## src/fbo_pkg.sv

```systemverilog
// Purpose: Shared constants and types for the flag and bit operations unit
// Assumes: One operation per cycle, decoded by the core
// Notes: Status bit positions follow the core's status register layout
package fbo_pkg;
   localparam int FBO_W = 8;
   localparam int FBO_C = 0;
   localparam int FBO_Z = 1;
   localparam int FBO_N = 2;
   localparam int FBO_V = 3;
   localparam int FBO_S = 4;
   localparam int FBO_H = 5;
   localparam int FBO_T = 6;
   localparam int FBO_I = 7;
   localparam logic [7:0] FBO_RST_STATUS = 8'h00;
   localparam logic [7:0] FBO_RST_DATA = 8'h00;

   typedef enum logic [4:0] {
      FBO_OP_NONE = 5'h00,
      FBO_OP_ROR = 5'h01,
      FBO_OP_ARITH_SHR = 5'h02,
      FBO_OP_SWAP = 5'h03,
      FBO_OP_FSET = 5'h04,
      FBO_OP_FCLR = 5'h05,
      FBO_OP_BIT_STORE = 5'h06,
      FBO_OP_BIT_LOAD = 5'h07,
      FBO_OP_CARRY_HIGH = 5'h08,
      FBO_OP_CARRY_LOW = 5'h09,
      FBO_OP_NEG_HIGH = 5'h0A,
      FBO_OP_NEG_LOW = 5'h0B,
      FBO_OP_ZERO_HIGH = 5'h0C,
      FBO_OP_ZERO_LOW = 5'h0D,
      FBO_OP_IRQ_ON = 5'h0E,
      FBO_OP_IRQ_OFF = 5'h0F,
      FBO_OP_SIGN_HIGH = 5'h10,
      FBO_OP_SIGN_LOW = 5'h11,
      FBO_OP_OVF_HIGH = 5'h12,
      FBO_OP_OVF_LOW = 5'h13,
      FBO_OP_XFER_HIGH = 5'h14,
      FBO_OP_XFER_LOW = 5'h15
   } fbo_op_e;

   typedef struct packed {
      fbo_op_e op;
      logic [2:0] idx;
      logic [7:0] dest;
      logic [7:0] src;
   } fbo_req_s;

   typedef struct packed {
      logic [7:0] status_register;
      logic [7:0] result;
      logic result_we;
   } fbo_state_s;
endpackage : fbo_pkg

```

## src/fbo_unit.sv

```systemverilog
// Purpose: Shift, swap, bit transfer and status flag operations
// Assumes: req is a decoded operation valid for the current cycle
// Notes: Result and status register update one edge after the request
`timescale 1ns/1ps
module fbo_unit
   import fbo_pkg::*;
(
   input wire logic ref_clk,
   input wire logic srst,
   input wire fbo_req_s req,
   output fbo_state_s state_out
);
   // ****************************************
   // Next state
   // ****************************************
   fbo_state_s st_reg;
   fbo_state_s st_next;
   logic [7:0] sr;
   logic [7:0] d;
   logic [7:0] res;

   always_comb begin
      sr = st_reg.status_register;
      d = req.dest;
      res = d;
      st_next = st_reg;
      st_next.result_we = 1'b0;
      unique case (req.op)
         FBO_OP_ROR: begin
            res = {sr[FBO_C], d[7:1]};
            st_next.result_we = 1'b1;
         end
         FBO_OP_ARITH_SHR: begin
            res = {d[7], d[7:1]};
            st_next.result_we = 1'b1;
         end
         FBO_OP_SWAP: begin
            res = {d[3:0], d[7:4]};
            st_next.result_we = 1'b1;
         end
         FBO_OP_FSET: sr[req.idx] = 1'b1;
         FBO_OP_FCLR: sr[req.idx] = 1'b0;
         FBO_OP_BIT_STORE: sr[FBO_T] = req.src[req.idx];
         FBO_OP_BIT_LOAD: begin
            res[req.idx] = sr[FBO_T];
            st_next.result_we = 1'b1;
         end
         FBO_OP_CARRY_HIGH: sr[FBO_C] = 1'b1;
         FBO_OP_CARRY_LOW: sr[FBO_C] = 1'b0;
         FBO_OP_NEG_HIGH: sr[FBO_N] = 1'b1;
         FBO_OP_NEG_LOW: sr[FBO_N] = 1'b0;
         FBO_OP_ZERO_HIGH: sr[FBO_Z] = 1'b1;
         FBO_OP_ZERO_LOW: sr[FBO_Z] = 1'b0;
         FBO_OP_IRQ_ON: sr[FBO_I] = 1'b1;
         FBO_OP_IRQ_OFF: sr[FBO_I] = 1'b0;
         FBO_OP_SIGN_HIGH: sr[FBO_S] = 1'b1;
         FBO_OP_SIGN_LOW: sr[FBO_S] = 1'b0;
         FBO_OP_OVF_HIGH: sr[FBO_V] = 1'b1;
         FBO_OP_OVF_LOW: sr[FBO_V] = 1'b0;
         FBO_OP_XFER_HIGH: sr[FBO_T] = 1'b1;
         FBO_OP_XFER_LOW: sr[FBO_T] = 1'b0;
         default: ;
      endcase
      // Shifts: V = N xor C, S = N xor V
      if (req.op == FBO_OP_ROR || req.op == FBO_OP_ARITH_SHR) begin
         sr[FBO_C] = d[0];
         sr[FBO_Z] = (res == 8'h00);
         sr[FBO_N] = res[7];
         sr[FBO_V] = res[7] ^ d[0];
         sr[FBO_S] = d[0];
      end
      st_next.status_register = sr;
      if (st_next.result_we) begin
         st_next.result = res;
      end
   end

   always_ff @(posedge ref_clk) begin
      if (srst) begin
         st_reg <= '{status_register: FBO_RST_STATUS, result: FBO_RST_DATA, result_we: 1'b0};
      end else begin
         st_reg <= st_next;
      end
   end

   assign state_out = st_reg;

   // ****************************************
   // Reset and write-back checks
   // ****************************************
   reset_state_a: assert property (@(posedge ref_clk)
      srst |=> st_reg.status_register == FBO_RST_STATUS && st_reg.result == FBO_RST_DATA
      && !st_reg.result_we)
      else $error("reset state wrong");
   result_we_a: assert property (@(posedge ref_clk) disable iff (srst)
      1'b1 |=> st_reg.result_we == $past(req.op inside {FBO_OP_ROR, FBO_OP_ARITH_SHR,
      FBO_OP_SWAP, FBO_OP_BIT_LOAD}))
      else $error("write strobe wrong");
   result_hold_a: assert property (@(posedge ref_clk) disable iff (srst)
      !(req.op inside {FBO_OP_ROR, FBO_OP_ARITH_SHR, FBO_OP_SWAP, FBO_OP_BIT_LOAD})
      |=> st_reg.result == $past(st_reg.result))
      else $error("result changed without write");

   // ****************************************
   // Checks
   // ****************************************
   ror_result_a: assert property (@(posedge ref_clk) disable iff (srst)
      req.op == FBO_OP_ROR |=> st_reg.result == {$past(st_reg.status_register[FBO_C]),
      $past(req.dest[7:1])} && st_reg.status_register[FBO_C] == $past(req.dest[0]))
      else $error("rotate result wrong");
   shift_flags_a: assert property (@(posedge ref_clk) disable iff (srst)
      req.op inside {FBO_OP_ROR, FBO_OP_ARITH_SHR} |=>
      st_reg.status_register[FBO_Z] == (st_reg.result == 8'h00)
      && st_reg.status_register[FBO_N] == st_reg.result[7]
      && st_reg.status_register[FBO_V] == (st_reg.result[7] ^ $past(req.dest[0]))
      && st_reg.status_register[FBO_S] == $past(req.dest[0])
      && st_reg.status_register[FBO_H] == $past(st_reg.status_register[FBO_H])
      && st_reg.status_register[FBO_I] == $past(st_reg.status_register[FBO_I])
      && st_reg.status_register[FBO_T] == $past(st_reg.status_register[FBO_T]))
      else $error("shift flags wrong");
   ashr_sign_a: assert property (@(posedge ref_clk) disable iff (srst)
      req.op == FBO_OP_ARITH_SHR |=> st_reg.result[7] == $past(req.dest[7])
      && st_reg.result_we && st_reg.status_register[FBO_C] == $past(req.dest[0]))
      else $error("shift sign lost");
   ashr_body_a: assert property (@(posedge ref_clk) disable iff (srst)
      req.op == FBO_OP_ARITH_SHR |=> st_reg.result[6:0] == $past(req.dest[7:1]))
      else $error("shift body wrong");
   swap_flags_a: assert property (@(posedge ref_clk) disable iff (srst)
      req.op == FBO_OP_SWAP |=> st_reg.status_register == $past(st_reg.status_register)
      && st_reg.result == {$past(req.dest[3:0]), $past(req.dest[7:4])})
      else $error("swap wrong");
   fset_bit_a: assert property (@(posedge ref_clk) disable iff (srst)
      req.op == FBO_OP_FSET |=> st_reg.status_register ==
      ($past(st_reg.status_register) | (8'h01 << $past(req.idx))))
      else $error("indexed set failed");
   fclr_bit_a: assert property (@(posedge ref_clk) disable iff (srst)
      req.op == FBO_OP_FCLR |=> st_reg.status_register ==
      ($past(st_reg.status_register) & ~(8'h01 << $past(req.idx))))
      else $error("indexed clear failed");
   store_copy_a: assert property (@(posedge ref_clk) disable iff (srst)
      req.op == FBO_OP_BIT_STORE |=> st_reg.status_register[FBO_T] == $past(req.src[req.idx])
      && (st_reg.status_register & ~(8'h01 << FBO_T)) ==
      ($past(st_reg.status_register) & ~(8'h01 << FBO_T)))
      else $error("bit store wrong");
   load_flags_a: assert property (@(posedge ref_clk) disable iff (srst)
      req.op == FBO_OP_BIT_LOAD |=> st_reg.status_register == $past(st_reg.status_register))
      else $error("bit load touched flags");
   load_result_a: assert property (@(posedge ref_clk) disable iff (srst)
      req.op == FBO_OP_BIT_LOAD |=> st_reg.result_we
      && st_reg.result[$past(req.idx)] == $past(st_reg.status_register[FBO_T])
      && (st_reg.result & ~(8'h01 << $past(req.idx))) ==
      ($past(req.dest) & ~(8'h01 << $past(req.idx))))
      else $error("bit load result wrong");

   // ****************************************
   // Flag force checks
   // ****************************************
   carry_only_a: assert property (@(posedge ref_clk) disable iff (srst)
      req.op == FBO_OP_CARRY_HIGH |=> st_reg.status_register ==
      ($past(st_reg.status_register) | (8'h01 << FBO_C)))
      else $error("carry set wrong");
   carry_clr_a: assert property (@(posedge ref_clk) disable iff (srst)
      req.op == FBO_OP_CARRY_LOW |=> st_reg.status_register ==
      ($past(st_reg.status_register) & ~(8'h01 << FBO_C)))
      else $error("carry clear wrong");
   neg_set_a: assert property (@(posedge ref_clk) disable iff (srst)
      req.op == FBO_OP_NEG_HIGH |=> st_reg.status_register ==
      ($past(st_reg.status_register) | (8'h01 << FBO_N)))
      else $error("negative set wrong");
   neg_clr_a: assert property (@(posedge ref_clk) disable iff (srst)
      req.op == FBO_OP_NEG_LOW |=> st_reg.status_register ==
      ($past(st_reg.status_register) & ~(8'h01 << FBO_N)))
      else $error("negative clear wrong");
   zero_set_a: assert property (@(posedge ref_clk) disable iff (srst)
      req.op == FBO_OP_ZERO_HIGH |=> st_reg.status_register ==
      ($past(st_reg.status_register) | (8'h01 << FBO_Z)))
      else $error("zero set wrong");
   zero_clr_a: assert property (@(posedge ref_clk) disable iff (srst)
      req.op == FBO_OP_ZERO_LOW |=> st_reg.status_register ==
      ($past(st_reg.status_register) & ~(8'h01 << FBO_Z)))
      else $error("zero clear wrong");
   irq_on_a: assert property (@(posedge ref_clk) disable iff (srst)
      req.op == FBO_OP_IRQ_ON |=> st_reg.status_register ==
      ($past(st_reg.status_register) | (8'h01 << FBO_I)))
      else $error("interrupt enable wrong");
   irq_off_a: assert property (@(posedge ref_clk) disable iff (srst)
      req.op == FBO_OP_IRQ_OFF |=> st_reg.status_register ==
      ($past(st_reg.status_register) & ~(8'h01 << FBO_I)))
      else $error("interrupt disable wrong");
   sign_set_a: assert property (@(posedge ref_clk) disable iff (srst)
      req.op == FBO_OP_SIGN_HIGH |=> st_reg.status_register ==
      ($past(st_reg.status_register) | (8'h01 << FBO_S)))
      else $error("sign set wrong");
   sign_clr_a: assert property (@(posedge ref_clk) disable iff (srst)
      req.op == FBO_OP_SIGN_LOW |=> st_reg.status_register ==
      ($past(st_reg.status_register) & ~(8'h01 << FBO_S)))
      else $error("sign clear wrong");
   ovf_set_a: assert property (@(posedge ref_clk) disable iff (srst)
      req.op == FBO_OP_OVF_HIGH |=> st_reg.status_register ==
      ($past(st_reg.status_register) | (8'h01 << FBO_V)))
      else $error("overflow set wrong");
   ovf_clr_a: assert property (@(posedge ref_clk) disable iff (srst)
      req.op == FBO_OP_OVF_LOW |=> st_reg.status_register ==
      ($past(st_reg.status_register) & ~(8'h01 << FBO_V)))
      else $error("overflow clear wrong");
   t_set_a: assert property (@(posedge ref_clk) disable iff (srst)
      req.op == FBO_OP_XFER_HIGH |=> st_reg.status_register ==
      ($past(st_reg.status_register) | (8'h01 << FBO_T)))
      else $error("transfer set wrong");
   t_clr_a: assert property (@(posedge ref_clk) disable iff (srst)
      req.op == FBO_OP_XFER_LOW |=> st_reg.status_register ==
      ($past(st_reg.status_register) & ~(8'h01 << FBO_T)))
      else $error("transfer clear wrong");

   // ****************************************
   // Covers
   // ****************************************
   ror_seen_c: cover property (@(posedge ref_clk) req.op == FBO_OP_ROR);
   store_load_c: cover property (@(posedge ref_clk)
      req.op == FBO_OP_BIT_STORE ##1 req.op == FBO_OP_BIT_LOAD);
   swap_c: cover property (@(posedge ref_clk) req.op == FBO_OP_SWAP);
   ashr_seen_c: cover property (@(posedge ref_clk) req.op == FBO_OP_ARITH_SHR);
   fset_irq_c: cover property (@(posedge ref_clk) req.op == FBO_OP_FSET && req.idx == 3'h7);
endmodule : fbo_unit

```

## config.mk

```make
export PLATFORM = sky130hd
export DESIGN_NAME = fbo_unit
export DESIGN_NICKNAME = d
export VERILOG_FILES = /design/src/fbo_pkg.sv /design/src/fbo_unit.sv
export SDC_FILE = /design/constraint.sdc
export NUM_CORES = 1
export LEC_CHECK = 0
export BUFFER_PORTS_ARGS = -buffer_cell sky130_fd_sc_hd__buf_2
export CAP_MARGIN = 20
export CORE_MARGIN = 10
export CORE_UTILIZATION = 34
export CTS_CLUSTER_DIAMETER = 30
export DETAILED_ROUTE_END_ITERATION = 12
export PLACE_DENSITY_LB_ADDON = 0.15
export SLEW_MARGIN = 10
export SYNTH_ARGS = -nofsm -noshare
export SYNTH_HDL_FRONTEND = slang
export SYNTH_SLANG_ARGS = --single-unit
```

## constraint.sdc

```tcl
create_clock -name ref_clk -period 2.75 [get_ports ref_clk]
set_clock_uncertainty 0.1 [all_clocks]
set_input_delay 0.275 -clock ref_clk [delete_from_list [all_inputs] [get_ports ref_clk]]
set_output_delay 0.275 -clock ref_clk [all_outputs]
set_load 0.01 [all_outputs]
```

# After elaboration in Yosys (flattened, before gate mapping)
# Index checks and enable logic that the tools add are counted.
# W data, S select, Z words.
[totals] ff_bits=17 latch_bits=0 mem_bits_rw=0 mem_bits_ro=0 input_bits=26 mem_count=0
[op_classes] n_addsub=0 n_mul=0 div=0 order_cmp=2 n_eq_ne=21 shift=0 muxes=16 bitwise=4 reduce_logical=12
[ops] cell="$eq A5 B4 Y1 const B" n=8
[ops] cell="$pmux W8 S4" n=1
[ops] cell="$eq A5 B5 Y1 const B" n=6
[ops] cell="$reduce_bool A5 Y1" n=6
[ops] cell="$pmux W1 S4" n=6
[ops] cell="$eq A5 B3 Y1 const B" n=4
[ops] cell="$eq A5 B2 Y1 const B" n=2
[ops] cell="$and A8 B8 Y8" n=1
[ops] cell="$bwmux W8" n=1
[ops] cell="$logic_not A8 Y1" n=1
[ops] cell="$not A8 Y8" n=1
[ops] cell="$or A8 B8 Y8" n=1
[ops] cell="$eq A5 B1 Y1 const B" n=1
[ops] cell="$mux W5" n=1
[ops] cell="$pmux W1 S5" n=1
[ops] cell="$lt A3 B4 Y1 const B" n=1
[ops] cell="$reduce_bool A4 Y1" n=1
[ops] cell="$reduce_or A4 Y1" n=1
[ops] cell="$bmux W1 S3" n=1
[ops] cell="$demux W1 S3" n=1
[ops] cell="$ge A3 B1 Y1 const B" n=1
[ops] cell="$mux W1" n=3
[ops] cell="$pmux W1 S2" n=1
[ops] cell="$reduce_bool A2 Y1" n=1
[ops] cell="3 further kinds" n=3

# Depth between registers and ports, before layout
# Gate-level depths: netlist of the first run.
[logic_depth] word_depth=8 mapped_depth=8 depth_no_buf=6

# Least setup slack after synthesis of the first run
# Ideal clock, no wire load.
[synth_path] path_type="input to register" startpoint="input req[17] (netlist name)" endpoint="register st_reg (netlist bit state_out[10])" setup_time_ns=0.085 arrival_time_ns=1.708 required_ns=2.565 slack_ns=0.858 stages=7 n_path_buf=1 path_cell_list="buf_2 -> nor3b_1 -> mux2i_1 -> nor2_1 -> a221oi_1 -> nand4_1 -> o31ai_2"
[synth_between] elab_chain_len=8 elab_cells_between_ends=13 cone_classes="2 x order compare; 6 x mux; 3 x bitwise; 2 x reduce/logical"
[synth_lines] element="from (decl)" line_no="fbo_unit.sv:10" source="input wire fbo_req_s req,"
[synth_lines] element="$lt A3 B4 Y1 (not written as such) or $ge A3 B1 Y1 (tied branches)" line_no="fbo_unit.sv:41, fbo_unit.sv:42, fbo_unit.sv:45"
[synth_lines] element="$logic_and A1 B1 Y1 (not written as such)" line_no="fbo_unit.sv:41, fbo_unit.sv:42, fbo_unit.sv:45"
[synth_lines] element="$mux W1 (not written as such)" line_no="fbo_unit.sv:41, fbo_unit.sv:42, fbo_unit.sv:45"
[synth_lines] element="$demux W1 S3 (*)" line_no="fbo_unit.sv:41, fbo_unit.sv:42, fbo_unit.sv:45"
[synth_lines] element="$bwmux W8 or $not A8 Y8 (tied branches)"
[synth_lines] element="$pmux W8 S4 or $and A8 B8 Y8 (tied branches)"
[synth_lines] element="$logic_not A8 Y1 or $pmux W1 S4 (tied branches)" line_no="fbo_unit.sv:67, fbo_unit.sv:28"
[synth_lines] element="$mux W5 (*)" line_no="fbo_unit.sv:65" source="if (req.op == FBO_OP_ROR || req.op == FBO_OP_ARITH_SHR) begin"
[synth_lines] element="to (signal assigned)" line_no="fbo_unit.sv:80" source="st_reg <= '{status_register: FBO_RST_STATUS, result: FBO_RST_DATA, result_we: 1'b0};"
[synth_lines] element="to (signal assigned)" line_no="fbo_unit.sv:82" source="st_reg <= st_next;"
[synth_lines] element="to (decl)" line_no="fbo_unit.sv:16" source="fbo_state_s st_reg;"
# Every way passes the cells marked *; elsewhere a longest branch is shown, timed or not.
# A chain may end at the register's enable or synchronous reset.

# Final worst setup path of the first run
[layout_path] startpoint="input req[19] (netlist name)" endpoint="register st_reg (netlist bit state_out[12])"
[layout_between] elab_chain_len=4 elab_cells_between_ends=14 cone_classes="8 x eq/ne; 3 x mux; 1 x bitwise; 2 x reduce/logical"
[layout_lines] element="$eq A5 B3 Y1 (tied with other cells)" line_no="fbo_unit.sv:28" source="unique case (req.op)"
[layout_lines] element="$pmux W8 S4" line_no="fbo_unit.sv:28"
[layout_lines] element="$xor A1 B1 Y1" line_no="fbo_unit.sv:69" source="sr[FBO_V] = res[7] ^ d[0];"
[layout_lines] element="$mux W5" line_no="fbo_unit.sv:65"
# Several ways; a longest one is shown, not always the timed one.

==> metrics.md, run 1 <==
| Metric | Value |
|---|---|
| Min Tclk post-route | `1.92 ns` |
| R2R cell count | `5` |
| Routed vias/inst | `5.63` |
| Synthesis-to-layout area growth | `17.9%` |
| Synth warn | `0` |
| WL per Instance | `16.2 um` |
| Final ANT Viol Nets | `0` |
| Class of the worst hold path | `primary input to flip-flop` |
| Ports | `43` |
| Nets | `257` |
| Final worst-path cycle share | `70.0%` |
| Die Ht | `84.9 um` |
| Async set or reset register ratio after synthesis | `0%` |
| DRT Pass-1 Iters | `4` |
| Drt total wl | `4530 um` |
| Post-synthesis adder-cell area fraction | `0%` |
| Max FFs per register | `16` |
| Hold depth | `3` |
| Peak VDD IR | `0.000159 V` |
| Critical path depth | `6` |
| Prevailing post-synth register cell | `dfxtp_1` |
| Dpl ws | `0.544 ns` |
| Die W | `84.9 um` |
| Area of the multi-input gates | `973 um2` |
| Final Util | `41.9%` |
| Avg Cell Area, Syn | `7.20 um2` |
| Worst-path cell chain | `buf_2 > nand2_1 > a2111o_1 > a2111o_1 > xnor2_1 > a21oi_1` |
| Reg clk slew, reported paths | `0.07 ns` |
| Sum of buffers and inverters on the critical path | `1` |
| RSZ-0062 raised after global routing | `no` |
| Slew headroom | `65.9%` |
| Antenna cells | `0` |
| Synth Area in Compound Gates | `30.2%` |
| Die area | `0.00721 mm2` |
| Clk sinks | `17` |
| Final setup fails | `0` |
| Dpl cells | `276` |
| Clk Latency, worst-skew pair | `0.25 ns` |
| CTS root buffer | `clkbuf_8` |
| Largest net degree at the start of global routing | `25` |
| Status | `completed` |
| Register area share after synthesis | `23.8%` |
| Layout cells sized above 1 | `23.5%` |
| Max frequency | `520 MHz` |
| PortBufs | `42` |
| Commonest non-fill, non-tap cell in the layout | `buf_2` |
| CTS Buffer Depth | `2` |
| Delay-heaviest family, CP | `compound AO/OA/AOI/OAI gates` |
| Worst-margin pin slew | `0.508 ns` |
| Simple-gate share of the synthesized area | `27.2%` |
| Post-Syn Instances | `199` |
| Endpoint class of the critical path | `flip-flop` |
| Gr usage total | `12.4%` |
| Synthesized area | `0.00143 mm2` |
| Slew Limit Fails | `0` |
| TNS Setup | `0 ns` |
| Hpwl dp | `3440 um` |
| Fill cells | `445` |
| Hold Vio Cnt, Final | `0` |
| Area of the core | `0.00403 mm2` |
| FP Rows | `23` |
| Critical path launch point type | `primary input` |
| Post-synth cell types | `47` |
| Max incr delay on CP | `0.57 ns` |
| Number of flops mapped to enable cells by yosys | `0` |
| Global-route wire length before repair | `7800 um` |
| Arr. time, crit path | `1.97 ns` |
| Commonest cells after routing, fill and taps aside | `buf_2 (42), nor2_1 (24), a21oi_1 (24)` |
| Remaining DRCs | `0` |
| Post-synthesis mux area share | `9.26%` |
| H-tree depth | `1` |
| Register Area | `340 um2` |
| Crit path required time | `2.80 ns` |
| # Post-CTS Setup Buffers | `0` |
| Syn Nets | `225` |
| Hold_buf cts | `0` |
| Critical Path Slowest Stage Cell | `a2111o_1` |
| PnR worst setup slack | `0.826 ns` |
| CTS tree | `yes` |
| Cell Count, Final, Fillers Out | `280` |
| Yosys reg bits | `17` |
| Crit Path Category | `primary input to flip-flop` |
| Number of global-route vias before repair | `1573` |
| Via Count | `1576` |
| Num CTS Buffers | `3` |
| Total gr overflow | `0` |
| XOR/XNOR Fraction of Synth Area | `1.22%` |
| CP most frequent cell | `a2111o_1` |
| Max cap viols | `0` |
| Initial core utilization | `35.6%` |
| Crit-path max FO | `20` |
| Combinational family with the most area after synthesis | `compound AO/OA/AOI/OAI gates` |
| Static leakage | `0.000718 uW` |
| GP Congestion | `0.894` |
| Post-cts resize count | `0` |
| Antenna violations before repair | `0` |
| Drt first-iter violations | `203` |
| Pwr dens | `375 mW/mm2` |
[layout make-up]
class / count / share of cell area, %
Inverter: 7 / 1.56
Timing Repair Buffer: 46 / 14.2
Multi-Input combinational cell: 156 / 57.6
Clock inverter: 1 / 0.296
Tap cell: 50 / 3.70
Sequential cell: 17 / 20.1
Clock buffer: 3 / 2.44
[cells in the mapped netlist, drive strengths merged, types with 2 or more instances]
cell | instances | area share [%]
xnor2 | 2 | 1.2
o21a | 2 | 1.0
nand3b | 3 | 1.6
nor3b | 4 | 2.1
nand4 | 6 | 2.6
buf | 10 | 4.1
a21oi | 24 | 8.4
nor4 | 2 | 1.3
o31ai | 2 | 1.4
nand2b | 2 | 0.87
nand3 | 4 | 1.4
a22oi | 2 | 1.0
o21ai | 9 | 3.1
o211ai | 2 | 1.0
dfxtp | 17 | 24
a2111o | 2 | 1.6
clkbuf | 9 | 2.4
nand2 | 18 | 4.7
a22o | 2 | 1.2
nor3 | 6 | 2.1
a211oi | 2 | 1.0
nor2 | 24 | 6.3
inv | 7 | 1.8
a221oi | 7 | 4.3
mux2i | 11 | 7.7
a31oi | 3 | 1.3
[cells by family (layout without fill, tap and decap cells)]
family / count (synthesis) / in the layout
and+or+nand+nor: 77 / 77
AOI/OAI and AO/OA: 65 / 65
buffers and inverters: 26 / 57
DFF: 17 / 17
muxes: 12 / 12
xor gates and xnor gates: 2 / 2
[power by group]
| part | switching, uW | internal (uW) |
|---|---|---|
| Clock | 91.7 | 101 |
| Sequential | 8.62 | 257 |
| Combinational | 104 | 70.7 |
[stage by stage]
stage	hold WS, ns	power [uW]	cell area [um2]
after floorplan	0.364	391	1430
after detailed placement	0.346	446	1640
after CTS	0.253	637	1690
after global routing	0.279	674	1690
final	0.243	633	1690
after global placement	0.350	449	1640
[layer usage]
metal | vias up | track usage (%) | wire length, um
met4 | 0 | 2.84 | 33
li1 | 801 | - | -
met2 | 36 | 18.1 | 2050
met5 | - | 0 | 0
met3 | 4 | 3.35 | 230
met1 | 735 | 17.5 | 2210
[worst paths after layout]
| kind | to | startpoint | slack, ns |
|---|---|---|---|
| min | state_out[7] | req[10] | 0.24 |
| max | state_out[12] | req[19] | 0.83 |
| max reg2reg | state_out[10] | state_out[15] | 1.20 |
| min reg2reg | state_out[8] | state_out[8] | 0.36 |
[tightest hold or removal path, stage by stage]
cell and delay (ns):
buf_2 0.10, a221oi_1 0.07, a21oi_1 0.11
No activity file was read; power rests on OpenSTA's default activity.
==> run 2: changes to the inputs <==
- clock period: 2.75 -> 1.8 ns (I/O delays scaled with it)
==> metrics.md, run 2 (same netlist as run 1, synthesis figures left out) <==
| Metric | Value |
|---|---|
| Gr usage total | `12.6%` |
| Critical path launch point type | `primary input` |
| Commonest non-fill, non-tap cell in the layout | `buf_2` |
| Global-route wire length before repair | `7890 um` |
| Static leakage | `0.000854 uW` |
| Arr. time, crit path | `1.69 ns` |
| Number of global-route vias before repair | `1591` |
| Sum of buffers and inverters on the critical path | `1` |
| Remaining DRCs | `0` |
| Max incr delay on CP | `0.33 ns` |
| Via Count | `1687` |
| Final ANT Viol Nets | `0` |
| Num CTS Buffers | `3` |
| Routed vias/inst | `5.50` |
| Hpwl dp | `3750 um` |
| Commonest cells after routing, fill and taps aside | `buf_2 (42), buf_4 (30), nor2_1 (24), a21oi_1 (24), nand2_1 (18)` |
| Worst-margin pin slew | `0.485 ns` |
| Synthesis-to-layout area growth | `33.6%` |
| Drt total wl | `4740 um` |
| R2R cell count | `5` |
| TNS Setup | `0 ns` |
| Pwr dens | `534 mW/mm2` |
| Worst-path cell chain | `buf_2 > nor3b_1 > mux2i_1 > nor2_1 > a221oi_1 > nand4_1 > o31ai_2` |
| Die W | `84.9 um` |
| Fill cells | `410` |
| Peak VDD IR | `0.000275 V` |
| Gate power share | `30.9%` |
| Hold Vio Cnt, Final | `0` |
| Layout cells sized above 1 | `32.3%` |
| PortBufs | `42` |
| Drt first-iter violations | `118` |
| Final setup fails | `0` |
| Switching power | `328 uW` |
| Max cap viols | `0` |
| Status | `completed` |
| Antenna cells | `0` |
| CTS root buffer | `clkbuf_8` |
| Sw Ratio | `32.1%` |
| Max frequency | `623 MHz` |
| Hold path start | `req[12]` |
| FP Rows | `23` |
| Sequential fraction of design power | `39.7%` |
| Hold depth | `3` |
| Slew Limit Fails | `0` |
| CTS tree | `yes` |
| Crit-path max FO | `8` |
| DRT Pass-1 Iters | `4` |
| Crit Path Category | `primary input to flip-flop` |
| Antenna violations before repair | `0` |
| Post-route cell area | `0.00191 mm2` |
| Total gr overflow | `0` |
| Slew headroom | `67.5%` |
| Pwr Total | `1020 uW` |
| Largest net degree at the start of global routing | `19` |
| Endpoint class of the critical path | `flip-flop` |
| Initial core utilization | `35.6%` |
| WL per Instance | `15.4 um` |
| Area of the core | `0.00403 mm2` |
| RR Startpoint | `state_out[15]` |
| RSZ-0062 raised after global routing | `no` |
| Clock Power Share | `29.4%` |
| Worst r2r dst | `state_out[10]` |
| Crit path required time | `1.88 ns` |
| H-tree depth | `1` |
| Final worst-path cycle share | `89.1%` |
| Hold path endpoint | `state_out[1]` |
| Reg clk slew, reported paths | `0.08 ns` |
| Max FFs per register | `16` |
| CTS Buffer Depth | `2` |
| Min Tclk post-route | `1.60 ns` |
| Flop2flop setup slack | `0.24 ns` |
| Nets | `284` |
| Die area | `0.00721 mm2` |
| Hold_buf cts | `0` |
| Delay-heaviest family, CP | `simple AND/OR/NAND/NOR gates` |
| Die Ht | `84.9 um` |
| Clk sinks | `17` |
| Internal power | `693 uW` |
| Class of the worst hold path | `primary input to flip-flop` |
| GP Congestion | `0.915` |
| Clk Latency, worst-skew pair | `0.26 ns` |
| Post-DP Area | `0.00186 mm2` |
| Ports | `43` |
| Critical Path Slowest Stage Cell | `nor3b_1` |
==> run 2: power by group through the flow <==
stage | combinational, uW | clock (uW) | sequential (uW)
detailed placement | 312 | 0 | 414
CTS | 314 | 310 | 405
global placement | 315 | 0 | 414
floorplan | 178 | 0 | 419
global route | 347 | 331 | 409
finish | 316 | 301 | 405
==> run 2: repair_timing <==
action	4_1_cts	5_1_grt
buffers inserted	0	0
gates resized for setup	0	2
setup endpoints to repair	0	2
==> run 2: cell type report <==
class / instances / area [um2] / share of cell area (%)
multi-input combinational: 156 / 983 / 51.4
timing repair buffer: 73 / 455 / 23.8
sequential: 17 / 340 / 17.8
tap: 50 / 62.6 / 3.27
clock buffer: 3 / 41.3 / 2.16
inverter: 7 / 26.3 / 1.37
clock inverter: 1 / 5.00 / 0.261
==> run 2: routing by layer <==
layer  up-vias  global-route usage [%]  part of all wire (%)
met2        39                    20.7                    46
met4         0                    2.54                  0.46
met1       787                    15.7                    47
li1        859                       -                     -
met5         -                       0                     0
met3         2                    4.11                   6.7
==> run 2: worst min-delay path, cell delays in order <==
cell and delay [ns]:
buf_2 0.10, a221oi_1 0.09, a21oi_1 0.12
==> run 2: how the worst max path moves through the flow <==
stage | start | endpoint | slack [ns] | cells past startpoint
floorplan | req[17] | state_out[10] | 0.003 | 7
global placement | req[22] | state_out[10] | -0.09 | 7
CTS | req[22] | state_out[10] | 0.20 | 7
detailed placement | req[22] | state_out[10] | -0.07 | 7
finish | req[16] | state_out[10] | 0.20 | 7
global route | state_out[15] | state_out[10] | 0.02 | 5
==> run 2: through the flow <==
stage | instances | hold WS [ns] | setup WS (ns) | utilization (%)
after floorplan | 199 | 0.269 | 0.00277 | -
after global placement | 303 | 0.346 | -0.0869 | 46.1
after detailed placement | 303 | 0.347 | -0.0696 | 46.1
after CTS | 307 | 0.153 | 0.204 | 47.3
after global routing | 307 | 0.205 | 0.0165 | 47.5
final | 307 | 0.162 | 0.196 | 47.5
